===== src/shared/tsf_pkg.sv =====
package tsf_pkg;

  // ==========================================================
  // Register map
  localparam int ADDR_W = 12;
  localparam int DATA_W = 32;
  localparam logic [11:0] OFS_SYNC = 12'h000;
  localparam logic [11:0] OFS_AUX = 12'h004;
  localparam logic [11:0] OFS_FEAT = 12'h008;

  // ==========================================================
  // Sync period control fields
  localparam int CNT_W = 12;
  localparam int SYNC_MODE_BIT = 12;
  localparam int POW_LSB = 7;
  localparam int POW_MSB = 11;
  localparam logic SYNC_MODE_RST = 1'h0;
  localparam logic [12:0] PROBE_PATTERN = 13'h1FFF;

  // ==========================================================
  // Auxiliary control
  localparam logic [31:0] AUX_RST = 32'h0000_0000;

  // ==========================================================
  // Feature report one fields
  localparam int FEAT_SOFTWARE_OUTPUT_ENABLE_LSB = 22;
  localparam int FEAT_SYNC_ENABLE_LSB = 20;
  localparam int FEAT_SYNC_LSB = 8;
  localparam logic [1:0] SUP_PROBE = 2'h0;
  localparam logic [1:0] SUP_ABSENT = 2'h1;
  localparam logic [1:0] SUP_PRESENT = 2'h2;
  localparam logic [1:0] SUP_WRITABLE = 2'h3;
  localparam logic [1:0] SYNC_NO_MODE = 2'h2;
  localparam logic [1:0] SYNC_WITH_MODE = 2'h3;

  // ==========================================================
  // Register select, one-hot
  typedef enum logic [3:0]
  {
    REG_NONE = 4'h1,
    REG_SYNC = 4'h2,
    REG_AUX = 4'h4,
    REG_FEAT = 4'h8
  } tsf_reg_e;

endpackage


===== src/shared/tsf_sync_if.sv =====
`timescale 1ns/1ns
`default_nettype none
interface tsf_sync_if;
  logic load;
  logic mode;
  logic [tsf_pkg::CNT_W-1:0] count;
  logic active;
  logic byte_stb;
  logic sync_en;
  logic sync_req;

  // ==========================================================
  // Register side and counter side
  modport regs (output load, mode, count, active, byte_stb, sync_en, input sync_req);
  modport cnt (input load, mode, count, active, byte_stb, sync_en, output sync_req);
endinterface
`default_nettype wire


===== src/core/tsf_sync_counter.sv =====
`timescale 1ns/1ns
`default_nettype none
module tsf_sync_counter
(
  // Clock, reset, enable
  input wire logic clk,
  input wire logic rst_n,
  input wire logic ce,
  // Register side
  tsf_sync_if.cnt s
);

  logic [31:0] cnt_q;
  logic [31:0] cnt_inc;
  logic [31:0] period;
  logic hit;
  logic sync_req_q;

  // ==========================================================
  // Period from mode and count
  always_comb
  begin
    if (s.mode)
    begin
      period = 32'h0000_0001 << s.count[tsf_pkg::POW_MSB:tsf_pkg::POW_LSB];
    end
    else
    begin
      period = {20'h00000, s.count};
    end
  end

  assign cnt_inc = cnt_q + 32'h0000_0001;
  // At or past the period, so a shortened period never overruns
  assign hit = s.active && s.byte_stb && !s.load && (cnt_inc >= period);

  // ==========================================================
  // Byte counter
  always_ff @(posedge clk)
  begin
    if (!rst_n)
    begin
      cnt_q <= 32'h0000_0000;
    end
    else if (ce)
    begin
      if (s.load)
      begin
        cnt_q <= 32'h0000_0000;
      end
      else if (s.active && s.byte_stb)
      begin
        cnt_q <= hit ? 32'h0000_0000 : cnt_inc;
      end
    end
  end

  // ==========================================================
  // Sync request pulse
  always_ff @(posedge clk)
  begin
    if (!rst_n)
    begin
      sync_req_q <= 1'h0;
    end
    else if (ce)
    begin
      sync_req_q <= s.sync_en && (s.load || hit);
    end
  end

  assign s.sync_req = sync_req_q;
endmodule
`default_nettype wire


===== src/core/tsf_regs.sv =====
// Overview of operation
// - Mode bit 12 of sync control clear gives a period of N bytes from count bits 11:0.
// - Mode bit set gives a period of two to the N bytes, N from bits 11:7 used as written, 0..31.
// - The count field in bits 11:0 reads back what is held; its reset value is a parameter.
// - With the sync field at 00 an all-ones probe reads zero if absent, nonzero if present.
// - Count bits that are not built read as zero after the probe write.
// - Auxiliary control is 32 bits of local controls that reset to zero.
// - Feature report one is always present, read-only, with bits 31:24 reading zero.
// - Feature bits 23:22 report the software output enable: 00 probe, 01 absent, 10 present.
// - Feature bits 21:20 report sync enable: 00 probe, 01 absent, 10 reads one, 11 writable.
// - Writing zero to sync control stops the byte-based sync counter.
// - Any write to sync control syncs at once if enabled and restarts the byte count.
// - Feature bits 9:8 report sync control: 01 absent, 10 without mode, 11 with mode.
`timescale 1ns/1ns
`default_nettype none
module tsf_regs
#(
  parameter logic [11:0] COUNT_MASK = 12'hFFF,
  parameter logic [11:0] COUNT_RESET = 12'h000,
  parameter bit SYNC_PRESENT = 1'b1,
  parameter bit MODE_PRESENT = 1'b1,
  parameter logic [1:0] SOFTWARE_OUTPUT_ENABLE_SUPPORT = 2'h2,
  parameter logic [1:0] SYNC_ENABLE_SUPPORT = 2'h2
)
(
  // Clock, reset, enable
  input wire logic REF_CLK,
  input wire logic RST_N,
  input wire logic CE,
  // APB slave
  input wire logic PSEL,
  input wire logic PENABLE,
  input wire logic PWRITE,
  input wire logic [tsf_pkg::ADDR_W-1:0] PADDR,
  input wire logic [tsf_pkg::DATA_W-1:0] PWDATA,
  output logic [tsf_pkg::DATA_W-1:0] PRDATA,
  output logic PREADY,
  output logic PSLVERR,
  // Trace stream side
  input wire logic TRACE_BYTE_STB,
  input wire logic SYNC_EN,
  output logic SYNC_REQ,
  // Local controls
  output logic [tsf_pkg::DATA_W-1:0] AUX_CTRL
);

  // ==========================================================
  // Address decode
  function automatic tsf_pkg::tsf_reg_e reg_decode(input logic [tsf_pkg::ADDR_W-1:0] a);
    tsf_pkg::tsf_reg_e r;
    r = tsf_pkg::REG_NONE;
    unique case (a)
      tsf_pkg::OFS_SYNC: r = tsf_pkg::REG_SYNC;
      tsf_pkg::OFS_AUX: r = tsf_pkg::REG_AUX;
      tsf_pkg::OFS_FEAT: r = tsf_pkg::REG_FEAT;
      default: r = tsf_pkg::REG_NONE;
    endcase
    return r;
  endfunction

  // ==========================================================
  // Feature report one contents
  function automatic logic [31:0] feat_value();
    logic [31:0] v;
    logic [1:0] sync_code;
    v = 32'h0000_0000;
    if (!SYNC_PRESENT)
    begin
      sync_code = tsf_pkg::SUP_ABSENT;
    end
    else if (MODE_PRESENT)
    begin
      sync_code = tsf_pkg::SYNC_WITH_MODE;
    end
    else
    begin
      sync_code = tsf_pkg::SYNC_NO_MODE;
    end
    v[tsf_pkg::FEAT_SOFTWARE_OUTPUT_ENABLE_LSB +: 2] = SOFTWARE_OUTPUT_ENABLE_SUPPORT;
    v[tsf_pkg::FEAT_SYNC_ENABLE_LSB +: 2] = SYNC_ENABLE_SUPPORT;
    v[tsf_pkg::FEAT_SYNC_LSB +: 2] = sync_code;
    return v;
  endfunction

  localparam logic [31:0] FEAT_VALUE = feat_value();

  // ==========================================================
  // Bus handshake
  tsf_pkg::tsf_reg_e sel;
  logic captured_q;
  logic done;
  logic wr_sync;
  logic wr_aux;
  logic rd_cap;

  assign sel = reg_decode(PADDR);
  // One capture cycle, then ready; a frozen clock enable stalls the bus
  assign PREADY = CE && captured_q;
  assign done = PSEL && PENABLE && PREADY;
  assign PSLVERR = done && (sel == tsf_pkg::REG_NONE);
  assign wr_sync = done && PWRITE && (sel == tsf_pkg::REG_SYNC);
  assign wr_aux = done && PWRITE && (sel == tsf_pkg::REG_AUX);
  assign rd_cap = CE && PSEL && !captured_q;

  always_ff @(posedge REF_CLK)
  begin
    if (!RST_N)
    begin
      captured_q <= 1'h0;
    end
    else if (CE)
    begin
      captured_q <= PSEL && !done;
    end
  end

  // ==========================================================
  // Sync period control register
  logic sync_mode_q;
  logic [tsf_pkg::CNT_W-1:0] sync_count_q;
  logic [31:0] sync_rd;

  always_ff @(posedge REF_CLK)
  begin
    if (!RST_N)
    begin
      sync_mode_q <= tsf_pkg::SYNC_MODE_RST;
      sync_count_q <= COUNT_RESET & COUNT_MASK;
    end
    else if (wr_sync && SYNC_PRESENT)
    begin
      sync_mode_q <= MODE_PRESENT && PWDATA[tsf_pkg::SYNC_MODE_BIT];
      sync_count_q <= PWDATA[tsf_pkg::CNT_W-1:0] & COUNT_MASK;
    end
  end

  always_comb
  begin
    sync_rd = 32'h0000_0000;
    if (SYNC_PRESENT)
    begin
      sync_rd[tsf_pkg::SYNC_MODE_BIT] = sync_mode_q;
      sync_rd[tsf_pkg::CNT_W-1:0] = sync_count_q;
    end
  end

  // ==========================================================
  // Auxiliary control register
  logic [31:0] aux_q;

  always_ff @(posedge REF_CLK)
  begin
    if (!RST_N)
    begin
      aux_q <= tsf_pkg::AUX_RST;
    end
    else if (wr_aux)
    begin
      aux_q <= PWDATA;
    end
  end

  assign AUX_CTRL = aux_q;

  // ==========================================================
  // Read data, captured in the cycle before ready
  logic [31:0] rd_mux;
  logic [31:0] prdata_q;

  always_comb
  begin
    rd_mux = 32'h0000_0000;
    unique case (sel)
      tsf_pkg::REG_SYNC: rd_mux = sync_rd;
      tsf_pkg::REG_AUX: rd_mux = aux_q;
      tsf_pkg::REG_FEAT: rd_mux = FEAT_VALUE;
      tsf_pkg::REG_NONE: rd_mux = 32'h0000_0000;
    endcase
  end

  always_ff @(posedge REF_CLK)
  begin
    if (!RST_N)
    begin
      prdata_q <= 32'h0000_0000;
    end
    else if (rd_cap)
    begin
      prdata_q <= PWRITE ? 32'h0000_0000 : rd_mux;
    end
  end

  assign PRDATA = prdata_q;

  // ==========================================================
  // Sync counter
  tsf_sync_if sif ();

  assign sif.load = wr_sync && SYNC_PRESENT;
  assign sif.mode = sync_mode_q;
  assign sif.count = sync_count_q;
  // All-zero contents stop the byte counter
  assign sif.active = SYNC_PRESENT && (sync_mode_q || (sync_count_q != 12'h000));
  assign sif.byte_stb = TRACE_BYTE_STB;
  assign sif.sync_en = SYNC_EN;
  assign SYNC_REQ = sif.sync_req;

  tsf_sync_counter u_counter
  (
    .clk(REF_CLK),
    .rst_n(RST_N),
    .ce(CE),
    .s(sif.cnt)
  );
endmodule
`default_nettype wire


===== config.mk =====
export PLATFORM = sky130hd
export DESIGN_NAME = tsf_regs
export DESIGN_NICKNAME = d
export VERILOG_FILES = /design/src/shared/tsf_pkg.sv /design/src/shared/tsf_sync_if.sv /design/src/core/tsf_sync_counter.sv /design/src/core/tsf_regs.sv
export SDC_FILE = /design/constraint.sdc
export NUM_CORES = 1
export LEC_CHECK = 0
export CORE_UTILIZATION = 58
export CTS_CLUSTER_DIAMETER = 150
export DETAILED_ROUTE_END_ITERATION = 10
export DONT_BUFFER_PORTS = 1
export PLACE_DENSITY = 0.8
export SYNTH_ARGS = -nofsm -noshare
export SYNTH_HDL_FRONTEND = slang
export SYNTH_HIERARCHICAL = 1
export SYNTH_SLANG_ARGS = --single-unit

===== constraint.sdc =====
create_clock -name REF_CLK -period 3.85 [get_ports REF_CLK]
set_input_delay 0.77 -clock REF_CLK [delete_from_list [all_inputs] [get_ports REF_CLK]]
set_output_delay 0.77 -clock REF_CLK [all_outputs]
set_load 0.02 [all_outputs]

* Yosys cells after proc, flatten, opt, wreduce, memory -nomap -nowiden *
Cells that the tools add are included.

cells by class
  add/subtract/negate cells = 1
  multiply operators = 0
  div/mod/pow operators = 0
  order comparisons = 1
  equality and inequality tests = 6
  shift operators = 1
  multiplexer cells = 7
  bitwise logic cells = 0
  reductions and logical operators = 23

operator list
  cell                                                                    count
  32-bit two-way mux                                                      5
  32-bit one-hot mux with 4 select lines                                  1
  32-bit by 1-bit adder with 32-bit output, second input constant         1
  32-bit greater-or-equal comparator                                      1
  1-bit by 5-bit << shifter with 32-bit output, first input constant      1
  1-bit logical AND                                                       14
  12-bit by 3-bit equality test with 1-bit output, second input constant  1
  12-bit by 4-bit equality test with 1-bit output, second input constant  1
  12-bit zero test                                                        1
  4-bit one-hot mux with 3 select lines                                   1
  12-bit nonzero test                                                     1
  4-bit by 1-bit equality test with 1-bit output, second input constant   1
  4-bit by 2-bit equality test with 1-bit output, second input constant   1
  4-bit by 3-bit equality test with 1-bit output, second input constant   1
  4-bit equality test, second input constant                              1
  1-bit zero test                                                         3
  1-bit logical OR                                                        2
  2-bit AND reduction                                                     1
  2-bit nonzero test                                                      1

word-level totals
  register bits = 111
  bits in latches = 0
  bits in writable memories = 0
  bits in read-only memories = 0
  bits of input ports = 52
  output and inout bits = 67
  logic and storage cells = 46
  memories kept = 0

* Logic depth before layout (Yosys ltp) *
  depth after elaboration = 10
  mapped depth = 15
  mapped depth without buffers = 13

* Cells and area by module *
Netlist, hierarchy kept.

modules (own cells, without submodules)
  module            instances  cells each  area an instance (um^2)  sequential area each (um^2)
  tsf_sync_counter  1          395         3091.7                   660.6
  tsf_regs          1          322         3080.5                   1561.5

* Worst setup path after synthesis *
Ideal clock, no wire load.

  kind = register -> register
  start = register u_counter.cnt_q[0]
  end = register u_counter.cnt_q[28]
  library setup time = 120 ps
  data arrival time = 3478 ps
  data required time = 3730 ps
  slack = 253 ps
  cell stages (with the launch flop) = 15
  path buffers = 1
  clock period less this slack = 3597 ps
  path through = dfxtp_1 ha_1 nand4_2 nor2_1 nand3_2 nor4_1 xor2_1 ha_1 and4_1 nand2_1 or4_1 a31oi_4 buf_2 nor4b_1 a211o_1

on the way
  cells in the longest elaborated chain, start to end = 6

RTL lines
  what                                        line                    text
  start, declared                             tsf_sync_counter.sv:13  logic [31:0] cnt_q;
  start signal, assigned                      tsf_sync_counter.sv:53  cnt_q <= hit ? 32'h0000_0000 : cnt_inc;
  32-bit by 1-bit adder with 32-bit output *  tsf_sync_counter.sv:33  assign cnt_inc = cnt_q + 32'h0000_0001;
  32-bit greater-or-equal comparator          tsf_sync_counter.sv:35  assign hit = s.active && s.byte_stb && !s.load && (cnt_inc >= period);
  1-bit logical AND                           tsf_sync_counter.sv:35
  32-bit two-way mux *                        tsf_sync_counter.sv:53
  32-bit two-way mux *                        tsf_sync_counter.sv:51  else if (s.active && s.byte_stb)
  32-bit two-way mux *                        tsf_sync_counter.sv:47  if (s.load)

Mark *: on every way between the ends. The rest lies on a longest branch, timed or not. The select of a mux whose other input is x is not followed.
A chain may end at the register's enable or synchronous reset.

* Worst setup path in the final report *
  start = register u_counter.cnt_q[20]
  end = register u_counter.cnt_q[29]

Same word-level chain as after synthesis.

==> results.tsv <==
stage	metric	value	unit
worst_setup_path	startpoint types	flip-flop	
timing	minimum clock period	3.725	ns
routing	1st-iter DRT viols	361	
logic_synthesis	Post-Synth Adder-Cell Area	0.06690	
logic_synthesis	unique cell type count in the Yosys netlist	63	
place	post-placement cell area	6340	µm²
worst_setup_path	Crit path arrival time	3.99	ns
routing	Pre-antenna DRT Iters	5	
floorplanning	Die Area	11060	µm²
routing	drc violations	0	
clock_tree	Clock Tree Root	clkbuf_8	
timing	setup slack after layout	0.1249	ns
logic_synthesis	Post-Syn Area	6172	µm²
routing	WL met1	6.086	mm
routing	antenna-violating nets left	0	
clock_tree	Clock transition at path regs	0.11	ns
pwr	pwr/cell area	288.7	nW/µm²
timing	fin crit share	0.9676	
routing	WL final	15.61	mm
logic_synthesis	Mapped Nets	802	
floorplanning	Initial Util	0.5979	
logic_synthesis	xor and xnor area share after synthesis	0.03973	
global_routing	initial antenna violation count	0	
worst_setup_path	critical path required time	4.11	ns
logic_synthesis	compound-gate portion of the synthesized area	0.1374	
layout	Ant. Diodes	0	
timing	relative slew slack	0.4807	
logic_synthesis	ys async rst share	0	
worst_setup_path	Setup CP Type	reg -> reg	
layout	commonest non-fill, non-tap cell in the layout	nand2_1	
layout	most frequent cells in the layout	nand2_1 (160), dfxtp_1 (105), mux2i_1 (56), ha_1 (32), a21oi_1 (30)	
logic_synthesis	sequential share of the synthesized area	0.3600	
clock_tree	Worst-Skew Late Latency	0.39	ns
logic_synthesis	main flop type after synthesis	dfxtp_1	
clock_tree	TritonCTS clock tree	yes	
outcome	status	finished, final reports clean	
timing	# setup viols final	0	
worst_hold_path	Hold Crit Depth	2	
logic_synthesis	Simple-Gate Fraction of Synth Area	0.2654	
floorplanning	Die Ht	105.2	µm
logic_synthesis	leading area contributor after synthesis	dfxtp_1	
logic_synthesis	Seq cells post-synth	111	
routing	wire per inst	18.28	µm
routing	WL met2	7.796	mm
layout	nets	798	
logic_synthesis	largest family of logic cells by synthesized area	simple AND/OR/NAND/NOR gates	
layout	Layout area overhead	8.757	%
logic_synthesis	synthesis warning total	6	
global_routing	GR Overflow Total	0	
floorplanning	I/O pin count	119	
logic_synthesis	Synth top area share	0.3600	
pwr	worst ir drop on vdd	391.9	µV
clock_tree	hold buffers post-CTS	0	
job	Max Cap Viol	0	
timing	final count of hold timing violations	0	
place	Placer Congestion	0.8982	
timing	final setup skew	0.01642	ns
place	Setup WS pre-CTS	-0.08332	ns
layout	fraction of layout cells with a size suffix above 1	0.1295	
place	port buffer count	0	
worst_setup_path	Setup crit end kind	flip-flop	
timing	fmax	268.5	MHz
pwr	Leak	2.617	nW
logic_synthesis	Post-synth EDFFs	0	
timing	fin. max-slew vios	0	
worst_hold_path	worst min path class	reg -> reg	
floorplanning	Core ar.	10320	µm²
logic_synthesis	Post-Syn Instances	717	
worst_setup_path	critical path peak fanout	15	
worst_setup_path	Reg2Reg Depth	14	
logic_synthesis	top cells by area in the synthesized netlist	dfxtp_1 (36%), nand2_1 (9.7%), mux2i_1 (9.1%)	
timing	Slew @ Worst Pin	0.7764	ns
logic_synthesis	proportion of synthesized area in mux cells	0.09082	
floorplanning	Die Span X	105.2	µm
clock_tree	htree depth	3	
global_routing	first-pass GRT wire length	24.43	mm
timing	Fin Hold WS	0.4921	ns
routing	met3 WL	1.280	mm
floorplanning	# rows	37	
clock_tree	Clock Sinks	111	
global_routing	largest net degree at the start of global routing	112	
place	placed wire-length estimate	11.19	mm
global_routing	Tot GR Track Use	0.2755	
timing	total negative slack	0	ns
clock_tree	clk buf depth	2	
global_routing	number of global-route vias before repair	5169	
routing	DR vias	5363	
logic_synthesis	syn avg cell area	8.608	µm²
routing	Vias/cell	6.280	
routing	DR top layer	met4	
clock_tree	clock buffer count from CTS	9	
layout	Final Instance Area	6713	µm²
## cell families after synthesis
| group | after synthesis |
|---|---|
| AND/OR/NAND/NOR | 315 |
| AO/OA/AOI/OAI | 120 |
| flip-flops | 111 |
| multiplexers | 56 |
| buffers and inverters | 54 |
| adder cells (fa/ha/maj) | 33 |
| XOR/XNOR | 28 |
## worst max-delay path, cell delays in order (launching register included)
cell	delay, ns
dfxtp_1	0.48
nand3_1	0.17
or3_4	0.40
nor2_2	0.21
nand3_1	0.17
xnor2_1	0.21
ha_1	0.29
and4_1	0.20
nand2_1	0.08
or4_1	0.58
a31oi_4	0.23
buf_4	0.16
buf_12	0.13
nand2b_1	0.16
o311ai_0	0.14
## repair_timing
action,CTS,global route
gates resized for setup,1,29
pin swaps,1,3
gates cloned,0,0
buffers inserted,4,1
setup endpoints to repair,16,33
## worst paths after layout
check,start,to,slack (ns)
max reg2reg,u_counter/cnt_q[20]$_SDFFE_PN0P_,u_counter/cnt_q[29]$_SDFFE_PN0P_,0.12
max,u_counter/cnt_q[20]$_SDFFE_PN0P_,u_counter/cnt_q[29]$_SDFFE_PN0P_,0.12
min,u_counter/cnt_q[1]$_SDFFE_PN0P_,u_counter/cnt_q[1]$_SDFFE_PN0P_,0.49
min reg2reg,u_counter/cnt_q[1]$_SDFFE_PN0P_,u_counter/cnt_q[1]$_SDFFE_PN0P_,0.49
## per-stage QoR
stage / instances / power (mW) / util
after floorplan: 717 / 1.224 / -
after global placement: 833 / 1.211 / 0.6141
after detailed placement: 833 / 1.212 / 0.6141
after CTS: 853 / 1.940 / 0.6379
after global routing: 854 / 1.990 / 0.6502
final: 854 / 1.938 / 0.6502
## per-layer routing
layer  global-route usage  vias up
met3              0.08297       39
met2               0.4853      245
met5                    0        -
met1               0.3092     2535
li1                     -     2544
met4               0.1107        0
## cell type report
cell class                      count  area, µm²
Clock buffer                       10      127.6
Clock inverter                      6      81.33
Fill cell                         822       3611
Inverter                           12      45.04
Multi-Input combinational cell    552       3831
Sequential cell                   111       2230
Tap cell                          136      170.2
Timing Repair Buffer               27      227.7
## cells in the mapped netlist, drive strengths merged, types with 10 or more instances
library cell and number:
nand2 160, dfxtp 111, mux2i 56, ha 33
a21oi 31, a22o 26, clkbuf 23, nand3 23
o21ai 23, buf 19, nor2 19, xnor2 17
inv 12, nor2b 12, and2 11, or4 11
xor2 11, nor3 10, nor4 10
## report_power, final
group          leakage [nW]  total, mW  internal [mW]  switching [mW]
logic                  1.61     0.0376         0.0130          0.0246
clock network         0.107      0.752          0.319           0.433
registers             0.897       1.15           1.15        0.000601
total                  2.62       1.94           1.48           0.458
## state kept, by name, summed over array words and instances, names as in the netlist
register	count
sif.count	12
captured_q	1
AUX_CTRL	32
u_counter/s.sync_req	1
u_counter/cnt_q	32
PRDATA	32
sif.mode	1
(Power assumes the default switching activity.)
